File: src/hw/conn_teardown_consts.svh
// Constants for the connection teardown block.
// Included by the package and the block; definitions only.
`ifndef CONN_TEARDOWN_CONSTS_SVH
`define CONN_TEARDOWN_CONSTS_SVH
`define CLK_FREQ_HZ 125000000
`define TEARDOWN_TIMEOUT_US 1000
`define TIMEOUT_CYCLES ((`CLK_FREQ_HZ / 1000000) * `TEARDOWN_TIMEOUT_US)
`define MIN_IDLE_DWORDS 3
`define HASH_W 24
`endif

File: src/hw/conn_teardown_pkg.sv
// Types for the connection teardown block.
// Assumes the constants header is on the include path.
`include "conn_teardown_consts.svh"
package conn_teardown_pkg;
   typedef enum logic [1:0] {
      PROTO_NONE = 2'h0,
      PROTO_SSP = 2'h1,
      PROTO_SMP = 2'h2,
      PROTO_STP = 2'h3
   } proto_t;

   typedef enum logic [2:0] {
      TX_IDLE = 3'h0,
      TX_CLOSE = 3'h1,
      TX_BREAK = 3'h2
   } tx_prim_t;

   typedef enum logic [2:0] {
      REASON_NONE = 3'h0,
      REASON_NO_ERROR = 3'h1,
      REASON_BREAK_RCVD = 3'h2,
      REASON_CLOSE_TIMEOUT = 3'h3,
      REASON_LINK_BROKE = 3'h4
   } reason_t;

   typedef struct packed {
      logic valid;
      proto_t proto;
      logic [`HASH_W-1:0] hash;
   } open_ind_t;

   typedef struct packed {
      logic close;
      logic brk;
      logic align;
   } rx_prim_t;

   typedef struct packed {
      logic ssp_en;
      logic smp_en;
      logic stp_en;
      logic [`HASH_W-1:0] hash;
   } proto_en_t;
endpackage : conn_teardown_pkg

File: src/hw/conn_teardown.sv
// Connected, disconnect-wait, break-wait and break states of a port
// link layer. Assumes the arbitration machine hands in open_i when a
// link opens, the transmitter takes tx_prim_o and pulses tx_done_i when
// a whole primitive sequence or idle dword has gone, and the receiver
// decodes primitive sequences into rx_i pulses on this clock.
// Contract
// - SMP open enables SMP with hash
// - SSP open enables SSP with hash
// - STP open enables STP only
// - Close request moves to disconnect-wait
// - Close request taken from matching protocol
// - Break request moves to break-wait
// - BREAK while connected reports, enters break
// - Send CLOSE, three idles, start timer
// - Accept peer CLOSE any time in disconnect-wait
// - Both CLOSEs done: report ok, idle
// - Close timeout reports, enters break-wait
// - BREAK in disconnect-wait reports, enters break
// - Send BREAK, three idles, start timer
// - Break-wait ignores all but BREAK, ALIGN; code ignores ALIGN too
// - Break-wait ends on BREAK or link broke
// - Break state sends BREAK then idles
// - Break state ignores all but ALIGN; code ignores ALIGN too, acting only on tx_done_i
// - Open carries protocol and hash
`timescale 1ns/100ps
`include "conn_teardown_consts.svh"
module conn_teardown
   import conn_teardown_pkg::*;
#(
   parameter int unsigned TIMEOUT_CYC = `TIMEOUT_CYCLES
) (
   input wire logic clk_i,
   input wire logic rst_n_i,
   input wire open_ind_t open_i,
   input wire logic ssp_close_req_i,
   input wire logic smp_close_req_i,
   input wire logic stp_close_req_i,
   input wire logic ssp_break_req_i,
   input wire logic smp_break_req_i,
   input wire logic stp_break_req_i,
   input wire rx_prim_t rx_i,
   input wire logic tx_done_i,
   output proto_en_t proto_en_o,
   output tx_prim_t tx_prim_o,
   output logic reason_valid_o,
   output reason_t reason_o,
   output logic idle_o
);

   typedef enum logic [2:0] {
      IDLE_STATE = 3'h0,
      CONNECTED_STATE = 3'h4,
      DISCONNECT_WAIT_STATE = 3'h5,
      BREAK_WAIT_STATE = 3'h6,
      BREAK_STATE = 3'h7
   } state_t;

   typedef enum logic [1:0] {
      PH_SEQ = 2'h0,
      PH_IDLES = 2'h1,
      PH_TIMER = 2'h2
   } phase_t;

   state_t state_reg, state_next;
   phase_t phase_reg, phase_next;
   proto_t proto_reg;
   logic [`HASH_W-1:0] hash_reg;
   logic [1:0] idle_cnt_reg;
   logic [31:0] timer_reg;
   logic close_sent_reg, close_rcvd_reg;
   logic close_req, break_req, timer_exp;
   logic report;
   reason_t report_code;

   always_comb begin
      close_req = 1'b0;
      break_req = 1'b0;
      unique case (proto_reg)
         PROTO_SSP: begin
            close_req = ssp_close_req_i;
            break_req = ssp_break_req_i;
         end
         PROTO_SMP: begin
            close_req = smp_close_req_i;
            break_req = smp_break_req_i;
         end
         PROTO_STP: begin
            close_req = stp_close_req_i;
            break_req = stp_break_req_i;
         end
         PROTO_NONE: begin
            close_req = 1'b0;
            break_req = 1'b0;
         end
      endcase
   end

   // Counter parks at terminal count until the state moves on
   // counter expiry
   assign timer_exp = (phase_reg == PH_TIMER) &&
      (timer_reg == TIMEOUT_CYC - 1);

   always_comb begin
      state_next = state_reg;
      phase_next = phase_reg;
      report = 1'b0;
      report_code = REASON_NONE;
      unique case (state_reg)
         IDLE_STATE: begin
            if (open_i.valid && open_i.proto != PROTO_NONE) begin
               state_next = CONNECTED_STATE;
            end
         end
         CONNECTED_STATE: begin
            // Peer BREAK outranks local requests
            if (rx_i.brk) begin
               report = 1'b1;
               report_code = REASON_BREAK_RCVD;
               state_next = BREAK_STATE;
            end else if (break_req) begin
               state_next = BREAK_WAIT_STATE;
            end else if (close_req) begin
               state_next = DISCONNECT_WAIT_STATE;
            end
         end
         DISCONNECT_WAIT_STATE: begin
            if (rx_i.brk) begin
               report = 1'b1;
               report_code = REASON_BREAK_RCVD;
               state_next = BREAK_STATE;
            end else if (close_sent_reg &&
                         (close_rcvd_reg || rx_i.close)) begin
               report = 1'b1;
               report_code = REASON_NO_ERROR;
               state_next = IDLE_STATE;
            end else if (timer_exp) begin
               report = 1'b1;
               report_code = REASON_CLOSE_TIMEOUT;
               state_next = BREAK_WAIT_STATE;
            end
         end
         BREAK_WAIT_STATE: begin
            if (rx_i.brk) begin
               state_next = IDLE_STATE;
            end else if (timer_exp) begin
               report = 1'b1;
               report_code = REASON_LINK_BROKE;
               state_next = IDLE_STATE;
            end
         end
         BREAK_STATE: begin
            if (tx_done_i) begin
               state_next = IDLE_STATE;
            end
         end
         default: begin
            state_next = IDLE_STATE;
         end
      endcase
      if (state_next != state_reg) begin
         phase_next = PH_SEQ;
      end else if (state_reg == IDLE_STATE ||
                   state_reg == CONNECTED_STATE) begin
         // Nothing to pace here; keeps the timer quiet
         phase_next = PH_SEQ;
      end else if (phase_reg == PH_SEQ && tx_done_i) begin
         phase_next = PH_IDLES;
      end else if (phase_reg == PH_IDLES && tx_done_i &&
                   idle_cnt_reg == 2'(`MIN_IDLE_DWORDS - 1)) begin
         phase_next = PH_TIMER;
      end
   end

   always_ff @(posedge clk_i or negedge rst_n_i) begin
      if (!rst_n_i) begin
         state_reg <= IDLE_STATE;
         phase_reg <= PH_SEQ;
      end else begin
         state_reg <= state_next;
         phase_reg <= phase_next;
      end
   end

   always_ff @(posedge clk_i or negedge rst_n_i) begin
      if (!rst_n_i) begin
         proto_reg <= PROTO_NONE;
         hash_reg <= '0;
      end else if (state_reg == IDLE_STATE && open_i.valid) begin
         proto_reg <= open_i.proto;
         hash_reg <= (open_i.proto == PROTO_STP) ? '0 : open_i.hash;
      end else if (state_next == IDLE_STATE) begin
         proto_reg <= PROTO_NONE;
      end
   end

   always_ff @(posedge clk_i or negedge rst_n_i) begin
      if (!rst_n_i) begin
         idle_cnt_reg <= 2'h0;
         timer_reg <= 32'h0;
      end else begin
         if (phase_reg != PH_IDLES) begin
            idle_cnt_reg <= 2'h0;
         end else if (tx_done_i) begin
            idle_cnt_reg <= idle_cnt_reg + 2'h1;
         end
         if (phase_reg != PH_TIMER || phase_next != PH_TIMER) begin
            timer_reg <= 32'h0;
         end else if (!timer_exp) begin
            timer_reg <= timer_reg + 32'h1;
         end
      end
   end

   // Clean close may end before the idles have gone out
   // peer CLOSE held any time in disconnect-wait
   always_ff @(posedge clk_i or negedge rst_n_i) begin
      if (!rst_n_i) begin
         close_sent_reg <= 1'b0;
         close_rcvd_reg <= 1'b0;
      end else if (state_reg != DISCONNECT_WAIT_STATE) begin
         close_sent_reg <= 1'b0;
         close_rcvd_reg <= 1'b0;
      end else begin
         if (phase_reg == PH_SEQ && tx_done_i) begin
            close_sent_reg <= 1'b1;
         end
         if (rx_i.close) begin
            close_rcvd_reg <= 1'b1;
         end
      end
   end

   // Built from the next state so enables rise on entry
   // SSP, SMP and STP enables; hash for SSP and SMP, zero for STP
   always_ff @(posedge clk_i or negedge rst_n_i) begin
      if (!rst_n_i) begin
         proto_en_o <= '0;
      end else begin
         proto_en_o.ssp_en <= state_next == CONNECTED_STATE &&
            (state_reg == IDLE_STATE ? open_i.proto : proto_reg)
            == PROTO_SSP;
         proto_en_o.smp_en <= state_next == CONNECTED_STATE &&
            (state_reg == IDLE_STATE ? open_i.proto : proto_reg)
            == PROTO_SMP;
         proto_en_o.stp_en <= state_next == CONNECTED_STATE &&
            (state_reg == IDLE_STATE ? open_i.proto : proto_reg)
            == PROTO_STP;
         if (state_reg == IDLE_STATE && open_i.valid) begin
            proto_en_o.hash <=
               (open_i.proto == PROTO_STP) ? '0 : open_i.hash;
         end else if (state_next == CONNECTED_STATE) begin
            proto_en_o.hash <= hash_reg;
         end else begin
            proto_en_o.hash <= '0;
         end
      end
   end

   always_ff @(posedge clk_i or negedge rst_n_i) begin
      if (!rst_n_i) begin
         tx_prim_o <= TX_IDLE;
      end else if (phase_next != PH_SEQ) begin
         tx_prim_o <= TX_IDLE;
      end else begin
         unique case (state_next)
            DISCONNECT_WAIT_STATE: tx_prim_o <= TX_CLOSE;
            BREAK_WAIT_STATE, BREAK_STATE: tx_prim_o <= TX_BREAK;
            default: tx_prim_o <= TX_IDLE;
         endcase
      end
   end

   always_ff @(posedge clk_i or negedge rst_n_i) begin
      if (!rst_n_i) begin
         reason_valid_o <= 1'b0;
         // Code stays for a late reader until the next report
         reason_o <= REASON_NONE;
         idle_o <= 1'b1;
      end else begin
         reason_valid_o <= report;
         if (report) begin
            reason_o <= report_code;
         end
         idle_o <= state_next == IDLE_STATE;
      end
   end

endmodule : conn_teardown

File: config.mk
export PLATFORM = sky130hd
export DESIGN_NAME = conn_teardown
export DESIGN_NICKNAME = d
export VERILOG_FILES = /design/src/hw/conn_teardown_pkg.sv /design/src/hw/conn_teardown.sv
export VERILOG_INCLUDE_DIRS = /design/src /design/src/hw
export SDC_FILE = /design/constraint.sdc
export NUM_CORES = 1
export LEC_CHECK = 0
export BUFFER_PORTS_ARGS = -buffer_cell sky130_fd_sc_hd__buf_2
export CORE_ASPECT_RATIO = 1.25
export CORE_MARGIN = 2
export CORE_UTILIZATION = 44
export CTS_CLUSTER_DIAMETER = 50
export DETAILED_ROUTE_END_ITERATION = 16
export HOLD_SLACK_MARGIN = 0.03
export MAX_ROUTING_LAYER = met4
export PLACE_DENSITY = 0.66
export SYNTH_ARGS = -nofsm -noshare
export SYNTH_HDL_FRONTEND = slang
export SYNTH_SLANG_ARGS = --single-unit
File: constraint.sdc
create_clock -name clk_i -period 5.7 [get_ports clk_i]
set_clock_uncertainty 0.15 [all_clocks]
set_input_delay 0.285 -clock clk_i [delete_from_list [all_inputs] [get_ports clk_i]]
set_output_delay 0.285 -clock clk_i [all_outputs]
set_load 0.1 [all_outputs]
Word level (Yosys, flattened, before mapping) --
Cells that the tools add are included.
Word-level totals: flip-flop bits (word level) 102, input bits 39, output and inout bits 35, word-level logic and storage cells 113
Operators by class: add/sub/neg operators 2, equal/unequal tests 25, multiplexer cells 46, reduce and logical (&&, ||, !) cells 24
Operators by type and width (number):
- 24-bit 2-to-1 mux | 3
- 32-bit 2-to-1 mux | 2
- 3-bit 2-to-1 mux | 12
- 32-bit by 1-bit adder with 32-bit output (second input constant) | 1
- 32-bit by 17-bit == test with 1-bit output (second input constant) | 1
- 2-bit 2-to-1 mux | 14
- 3-bit == test (second input constant) | 8
- 3-bit case mux with 5 select lines | 1
- 2-bit == test (second input constant) | 7
- 2-bit nonzero test | 6
- 1-bit logical AND | 10
- 1-bit 2-to-1 mux | 9
- 3-bit case mux with 3 select lines | 1
- 1-bit case mux with 4 select lines | 2
- 2-bit by 1-bit == test with 1-bit output (second input constant) | 3
- 3-bit logical NOT | 2
- 2-bit logical NOT | 2
- 2-bit by 1-bit != test with 1-bit output (second input constant) | 2
- 2-bit != test (second input constant) | 2
- 2-bit case mux with 2 select lines | 1
- 1-bit logical OR | 3
- 3-bit != test | 1
- 3-bit != test (second input constant) | 1
- 1-bit case mux with 3 select lines | 1
- other kinds (2) | 2

Logic depth before layout (Yosys ltp) --
depth after elaboration 11, depth in mapped cells 8, gate-level depth less buffers 6

Least setup slack after synthesis --
Ideal clock, no wire load.
path kind reg-to-reg, start point register timer_reg[4], end point register proto_en_o[13] (netlist bit), library setup time 0.143 ns, data arrival time 1.871 ns, data required time 5.407 ns, setup slack 3.536 ns, stages on the path, launching flop included 7, path buffers 1, period minus slack after synthesis 2.164 ns, path through dfrtp_1 nor4b_2 nand4_2 or4b_4 nand2_2 buf_4 o41ai_2
Between the ends: word-level cells in the longest chain between the ends 9, elaborated cells between the ends (all ways) 11, classes of those cells 2 x eq/ne; 8 x mux; 1 x reduce/logical
RTL lines:
- start, declared | line conn_teardown.sv:69 | logic [31:0] timer_reg;
- start signal, assigned | line conn_teardown.sv:209 | timer_reg <= timer_reg + 32'h1;
- 32-bit by 17-bit == test with 1-bit output (*) | line conn_teardown.sv:101 | (timer_reg == TIMEOUT_CYC - 1);
- 1-bit logical AND (*) | line conn_teardown.sv:100 | assign timer_exp = (phase_reg == PH_TIMER) &&
- 3-bit 2-to-1 mux | line conn_teardown.sv:136 | end else if (timer_exp) begin
- 3-bit 2-to-1 mux | line conn_teardown.sv:131 | end else if (close_sent_reg &&
- 3-bit 2-to-1 mux | line conn_teardown.sv:127 | if (rx_i.brk) begin
- 3-bit case mux with 5 select lines (*) | line conn_teardown.sv:108 | unique case (state_reg)
- 3-bit == test (*) | line conn_teardown.sv:251 | end else if (state_next == CONNECTED_STATE) begin
- 24-bit 2-to-1 mux (*) | line conn_teardown.sv:251
- 24-bit 2-to-1 mux (*) | line conn_teardown.sv:248 | if (state_reg == IDLE_STATE && open_i.valid) begin
- end, declared | line conn_teardown.sv:43 | output proto_en_t proto_en_o,
Mark *: on every way between the ends. The rest lies on a longest branch, timed or not. A chain may end at the register's enable or synchronous reset.

Worst setup path after layout --
start point register state_reg[2], end point register proto_en_o[0] (netlist bit)
Between the ends: word-level cells in the longest chain between the ends 7, elaborated cells between the ends (all ways) 20, classes of those cells 5 x eq/ne; 13 x mux; 2 x reduce/logical
RTL lines:
- start, declared | line conn_teardown.sv:64 | state_t state_reg, state_next;
- start signal, assigned | line conn_teardown.sv:179 | state_reg <= state_next;
- 3-bit 2-to-1 mux, on equally long branches | line conn_teardown.sv:136, conn_teardown.sv:122
- 3-bit 2-to-1 mux, on equally long branches | line conn_teardown.sv:131, conn_teardown.sv:120
- 3-bit 2-to-1 mux, on equally long branches | line conn_teardown.sv:127, conn_teardown.sv:116
- 3-bit case mux with 5 select lines | line conn_teardown.sv:108
- 3-bit == test | line conn_teardown.sv:251
- 24-bit 2-to-1 mux | line conn_teardown.sv:251
- 24-bit 2-to-1 mux (*) | line conn_teardown.sv:248
Marks and branches as above.

==> flow_metrics.py <==
metrics = {
    "setup_path": {
        "path_cells": "nor3_1 > nand2_1 > a21oi_2 > nand2_1 > o41ai_1",
        "cpPeakStageDelay_ns": 1.07,
        "rr_startpoint": "state_reg[2]$_DFF_PN0_",
        "cp_num_buf_inv": 0,
        "critPathCaptureType": "register",
        "critPathTopFamily": "simple AND/OR/NAND/NOR gates",
        "cp_max_fo": 26,
        "required_ns": 5.78,
        "worstSetupStartpointType": "register",
        "worstReg2RegEnd": "proto_en_o[0]$_DFF_PN0_",
        "rrSetupSlack_ns": 2.27,
        "slowest_stage": "a21oi_2",
        "critPathMostFrequentCell": "nand2_1",
        "reg2regPathDepth": 5,
        "crit_type": "reg -> reg",
        "cp.arrival_ns": 3.51,
    },
    "timing": {
        "hold_viol": 0,
        "post-route-period-util_pct": 60.22,
        "setup_viol": 0,
        "tns_ns": 0,
        "fin_crit_ns": 3.433,
        "maxSlewViolCount": 0,
        "rsz0062_at_grt": "no",
        "slew_headroom_pct": 16.96,
        "max_freq_mhz": 291.3,
        "worstMarginPinSlew_ns": 1.242,
    },
    "synth": {
        "synth_ff_type": "dfrtp_1",
        "synth_edf_count": 0,
        "synth.avg_cell_area_um2": 10.46,
        "synthesis.nets": 503,
        "yosys_warnings": 0,
        "synthesis.area_um2": 4831,
        "synth_largest_area_cell": "dfrtp_1",
        "synth_area_leaders": "dfrtp_1 52%, nand2_1 7.1%, o41ai_2 5.4%",
        "ys_seq_area_share_pct": 52.34,
        "synth_top_area_share_pct": 51.80,
        "ys_ff_latch": 101,
        "async_flop_share_pct": 100.0,
        "synthCells": 462,
        "synth_cell_types": 62,
    },
    "finish": {
        "area_growth_pct": 20.23,
        "n_fill_cell": 937,
        "layout-drive-gt1-share_pct": 22.46,
        "final_core_util_pct": 54.45,
        "largest_reg_flops": 32,
        "final_cells": 684,
        "final_cell_area_um2": 5808,
        "n_antenna_cell": 0,
        "num-nets-final": 589,
    },
    "cts": {
        "hold_buffers": 25,
        "root_buffer": "clkbuf_16",
        "cts_tree": "built",
        "path_clk_slew_ns": 0.07,
        "insertion_delay_ns": 0.34,
        "cts-buffers-inserted": 9,
        "cts_sinks": 101,
        "post_cts_buffers": 0,
        "postCtsResizedCells": 0,
        "htree_levels": 3,
        "cts_buffer_depth": 2,
    },
    "min_path": {
        "hold_end": "close_rcvd_reg$_DFFE_PN0P_",
        "worstHoldStart": "rx_i[2]",
        "whs_path_depth": 3,
        "hold_class": "in -> reg",
    },
    "drt": {
        "vias_per_cell": 5.615,
        "routed_wl_mm": 10.51,
        "wl_met3_um": 450,
        "route.met2.wl_mm": 5.315,
        "vias": 3841,
        "routed.top_layer": "met4",
        "ant_nets": 0,
        "drtIter0Drc": 261,
        "wire_per_inst_um": 15.36,
        "first_pass_iters": 4,
        "drc": 0,
        "met1Wirelength_mm": 4.680,
    },
    "global_route": {
        "grt_usage_pct": 19.14,
        "grt_overflow": 0,
        "grt_pass1_wl_mm": 18.10,
        "grt_pass1_vias": 3854,
        "antenna_found_initial": 0,
        "grt_max_degree": 66,
    },
    "die": {
        "ios": 74,
        "die-height_um": 121.2,
        "core_um2": 10670,
        "rows": 42,
        "initial_utilization_pct": 45.29,
        "die-area_um2": 11840,
        "die_w_um": 97.72,
    },
    "run": {
        "cap_violations": 0,
    },
    "placement": {
        "place_congestion": 0.8988,
        "placed_area_um2": 5251,
        "post-dp-hpwl_mm": 6.831,
        "io_buffers": 71,
        "placedCellCount": 644,
    },
    "power_and_ir_drop": {
        "power_density_nw_per_um2": 502.7,
        "power.leakage_nw": 2.781,
        "irDropWorstVdd_v": 0.0004542,
    },
    "status": {
        "outcome": "finished clean",
    },
}
Yosys cell counts, types with 3 or more instances:
cell type  count
nor4_1         3
nor3_1        41
nor2_1        15
buf_2          9
nor2b_1        5
a31oi_1        6
nand4_1       11
clkbuf_1      10
o41ai_2       16
a21oi_1        7
buf_4          3
nor4_2         3
nand3_1       18
xor2_1        24
and4_1         4
o41ai_1        8
nand2_1       92
and3_1         5
nand2b_1       3
o21ai_0        8
xnor2_1        7
or3_1          3
dfrtp_1      100
inv_1         11
logic make-up (layout without fill, tap and decap cells):
logic type      after synthesis  after routing  share of synthesized area [%]
fa+ha+maj                     2              2                         0.5179
simple gates                217            217                          23.39
mux                           4              4                         0.8806
flops                       101            101                          52.34
compound gates               70             70                          13.47
buf+inv                      36            126                          3.704
xor+xnor                     31             31                          5.620
other cells                   1              1                        0.07763
how the worst max path moves through the flow:
stage | from | endpoint | slack [ns] | depth (start not counted)
global route | state_reg[2]$_DFF_PN0_ | proto_en_o[6]$_DFF_PN0_ | 1.93 | 5
CTS | state_reg[2]$_DFF_PN0_ | proto_en_o[2]$_DFF_PN0_ | 2.23 | 5
finish | state_reg[2]$_DFF_PN0_ | proto_en_o[0]$_DFF_PN0_ | 2.27 | 5
floorplan | timer_reg[4]$_DFFE_PN0P_ | proto_en_o[13]$_DFF_PN0_ | 3.54 | 6
global placement | state_reg[2]$_DFF_PN0_ | proto_en_o[1]$_DFF_PN0_ | 2.33 | 5
detailed placement | state_reg[2]$_DFF_PN0_ | proto_en_o[2]$_DFF_PN0_ | 2.26 | 5
power breakdown:
| part | internal [W] | switching, W |
|---|---|---|
| sequential | 0.000890 | 0.0000933 |
| clock | 0.000347 | 0.000277 |
| combinational | 0.000244 | 0.00107 |
placed cells by master (no fill, tap or decap), types with 3 or more instances in the layout:
cell type,instances
xnor2_1,7
or3_1,3
nor4_2,3
dlygate4sd3_1,25
xor2_1,24
and3_1,5
clkbuf_16,9
nor2b_1,5
inv_1,11
dfrtp_1,100
o41ai_2,16
nand3_1,18
buf_4,4
nand2_1,92
nor2_1,15
and4_1,4
nor3_1,41
nand4_1,11
o41ai_1,8
nor4_1,3
buf_2,70
a31oi_1,6
nand2b_1,3
o21ai_0,8
a21oi_1,7
per-layer routing:
| layer | track usage [%] | vias up |
|---|---|---|
| met5 | - | - |
| met4 | 4.861 | 0 |
| met1 | 24.10 | 1921 |
| met2 | 31.90 | 89 |
| met3 | 4.032 | 4 |
| li1 | - | 1827 |
layout make-up:
| type | count | area, µm² | share of cell area, % |
|---|---|---|---|
| flip-flops and latches | 101 | 2529 | 43.54 |
| multi-input cells | 325 | 2130 | 36.67 |
| inverters | 12 | 47.55 | 0.8186 |
| well taps | 132 | 165.2 | 2.844 |
| repair buffers | 99 | 630.6 | 10.86 |
| clock buffers | 9 | 225.2 | 3.878 |
| clock inverters | 6 | 81.33 | 1.400 |
tightest hold or removal path: stages:
cell	delay, ns
buf_2	0.10
nor2_1	0.04
nor2_1	0.08
per-stage QoR:
| step | worst slack (ns) | hold slack [ns] | total power (W) |
|---|---|---|---|
| after CTS | 2.228 | 0.05652 | 0.002939 |
| after floorplan | 3.536 | -0.1606 | 0.002085 |
| after global routing | 1.929 | 0.09498 | 0.003065 |
| after detailed placement | 2.261 | 0.1307 | 0.002297 |
| after global placement | 2.335 | 0.1274 | 0.002283 |
| final | 2.267 | 0.06583 | 0.002919 |
Note: power is estimated with default switching activity, not from simulation.
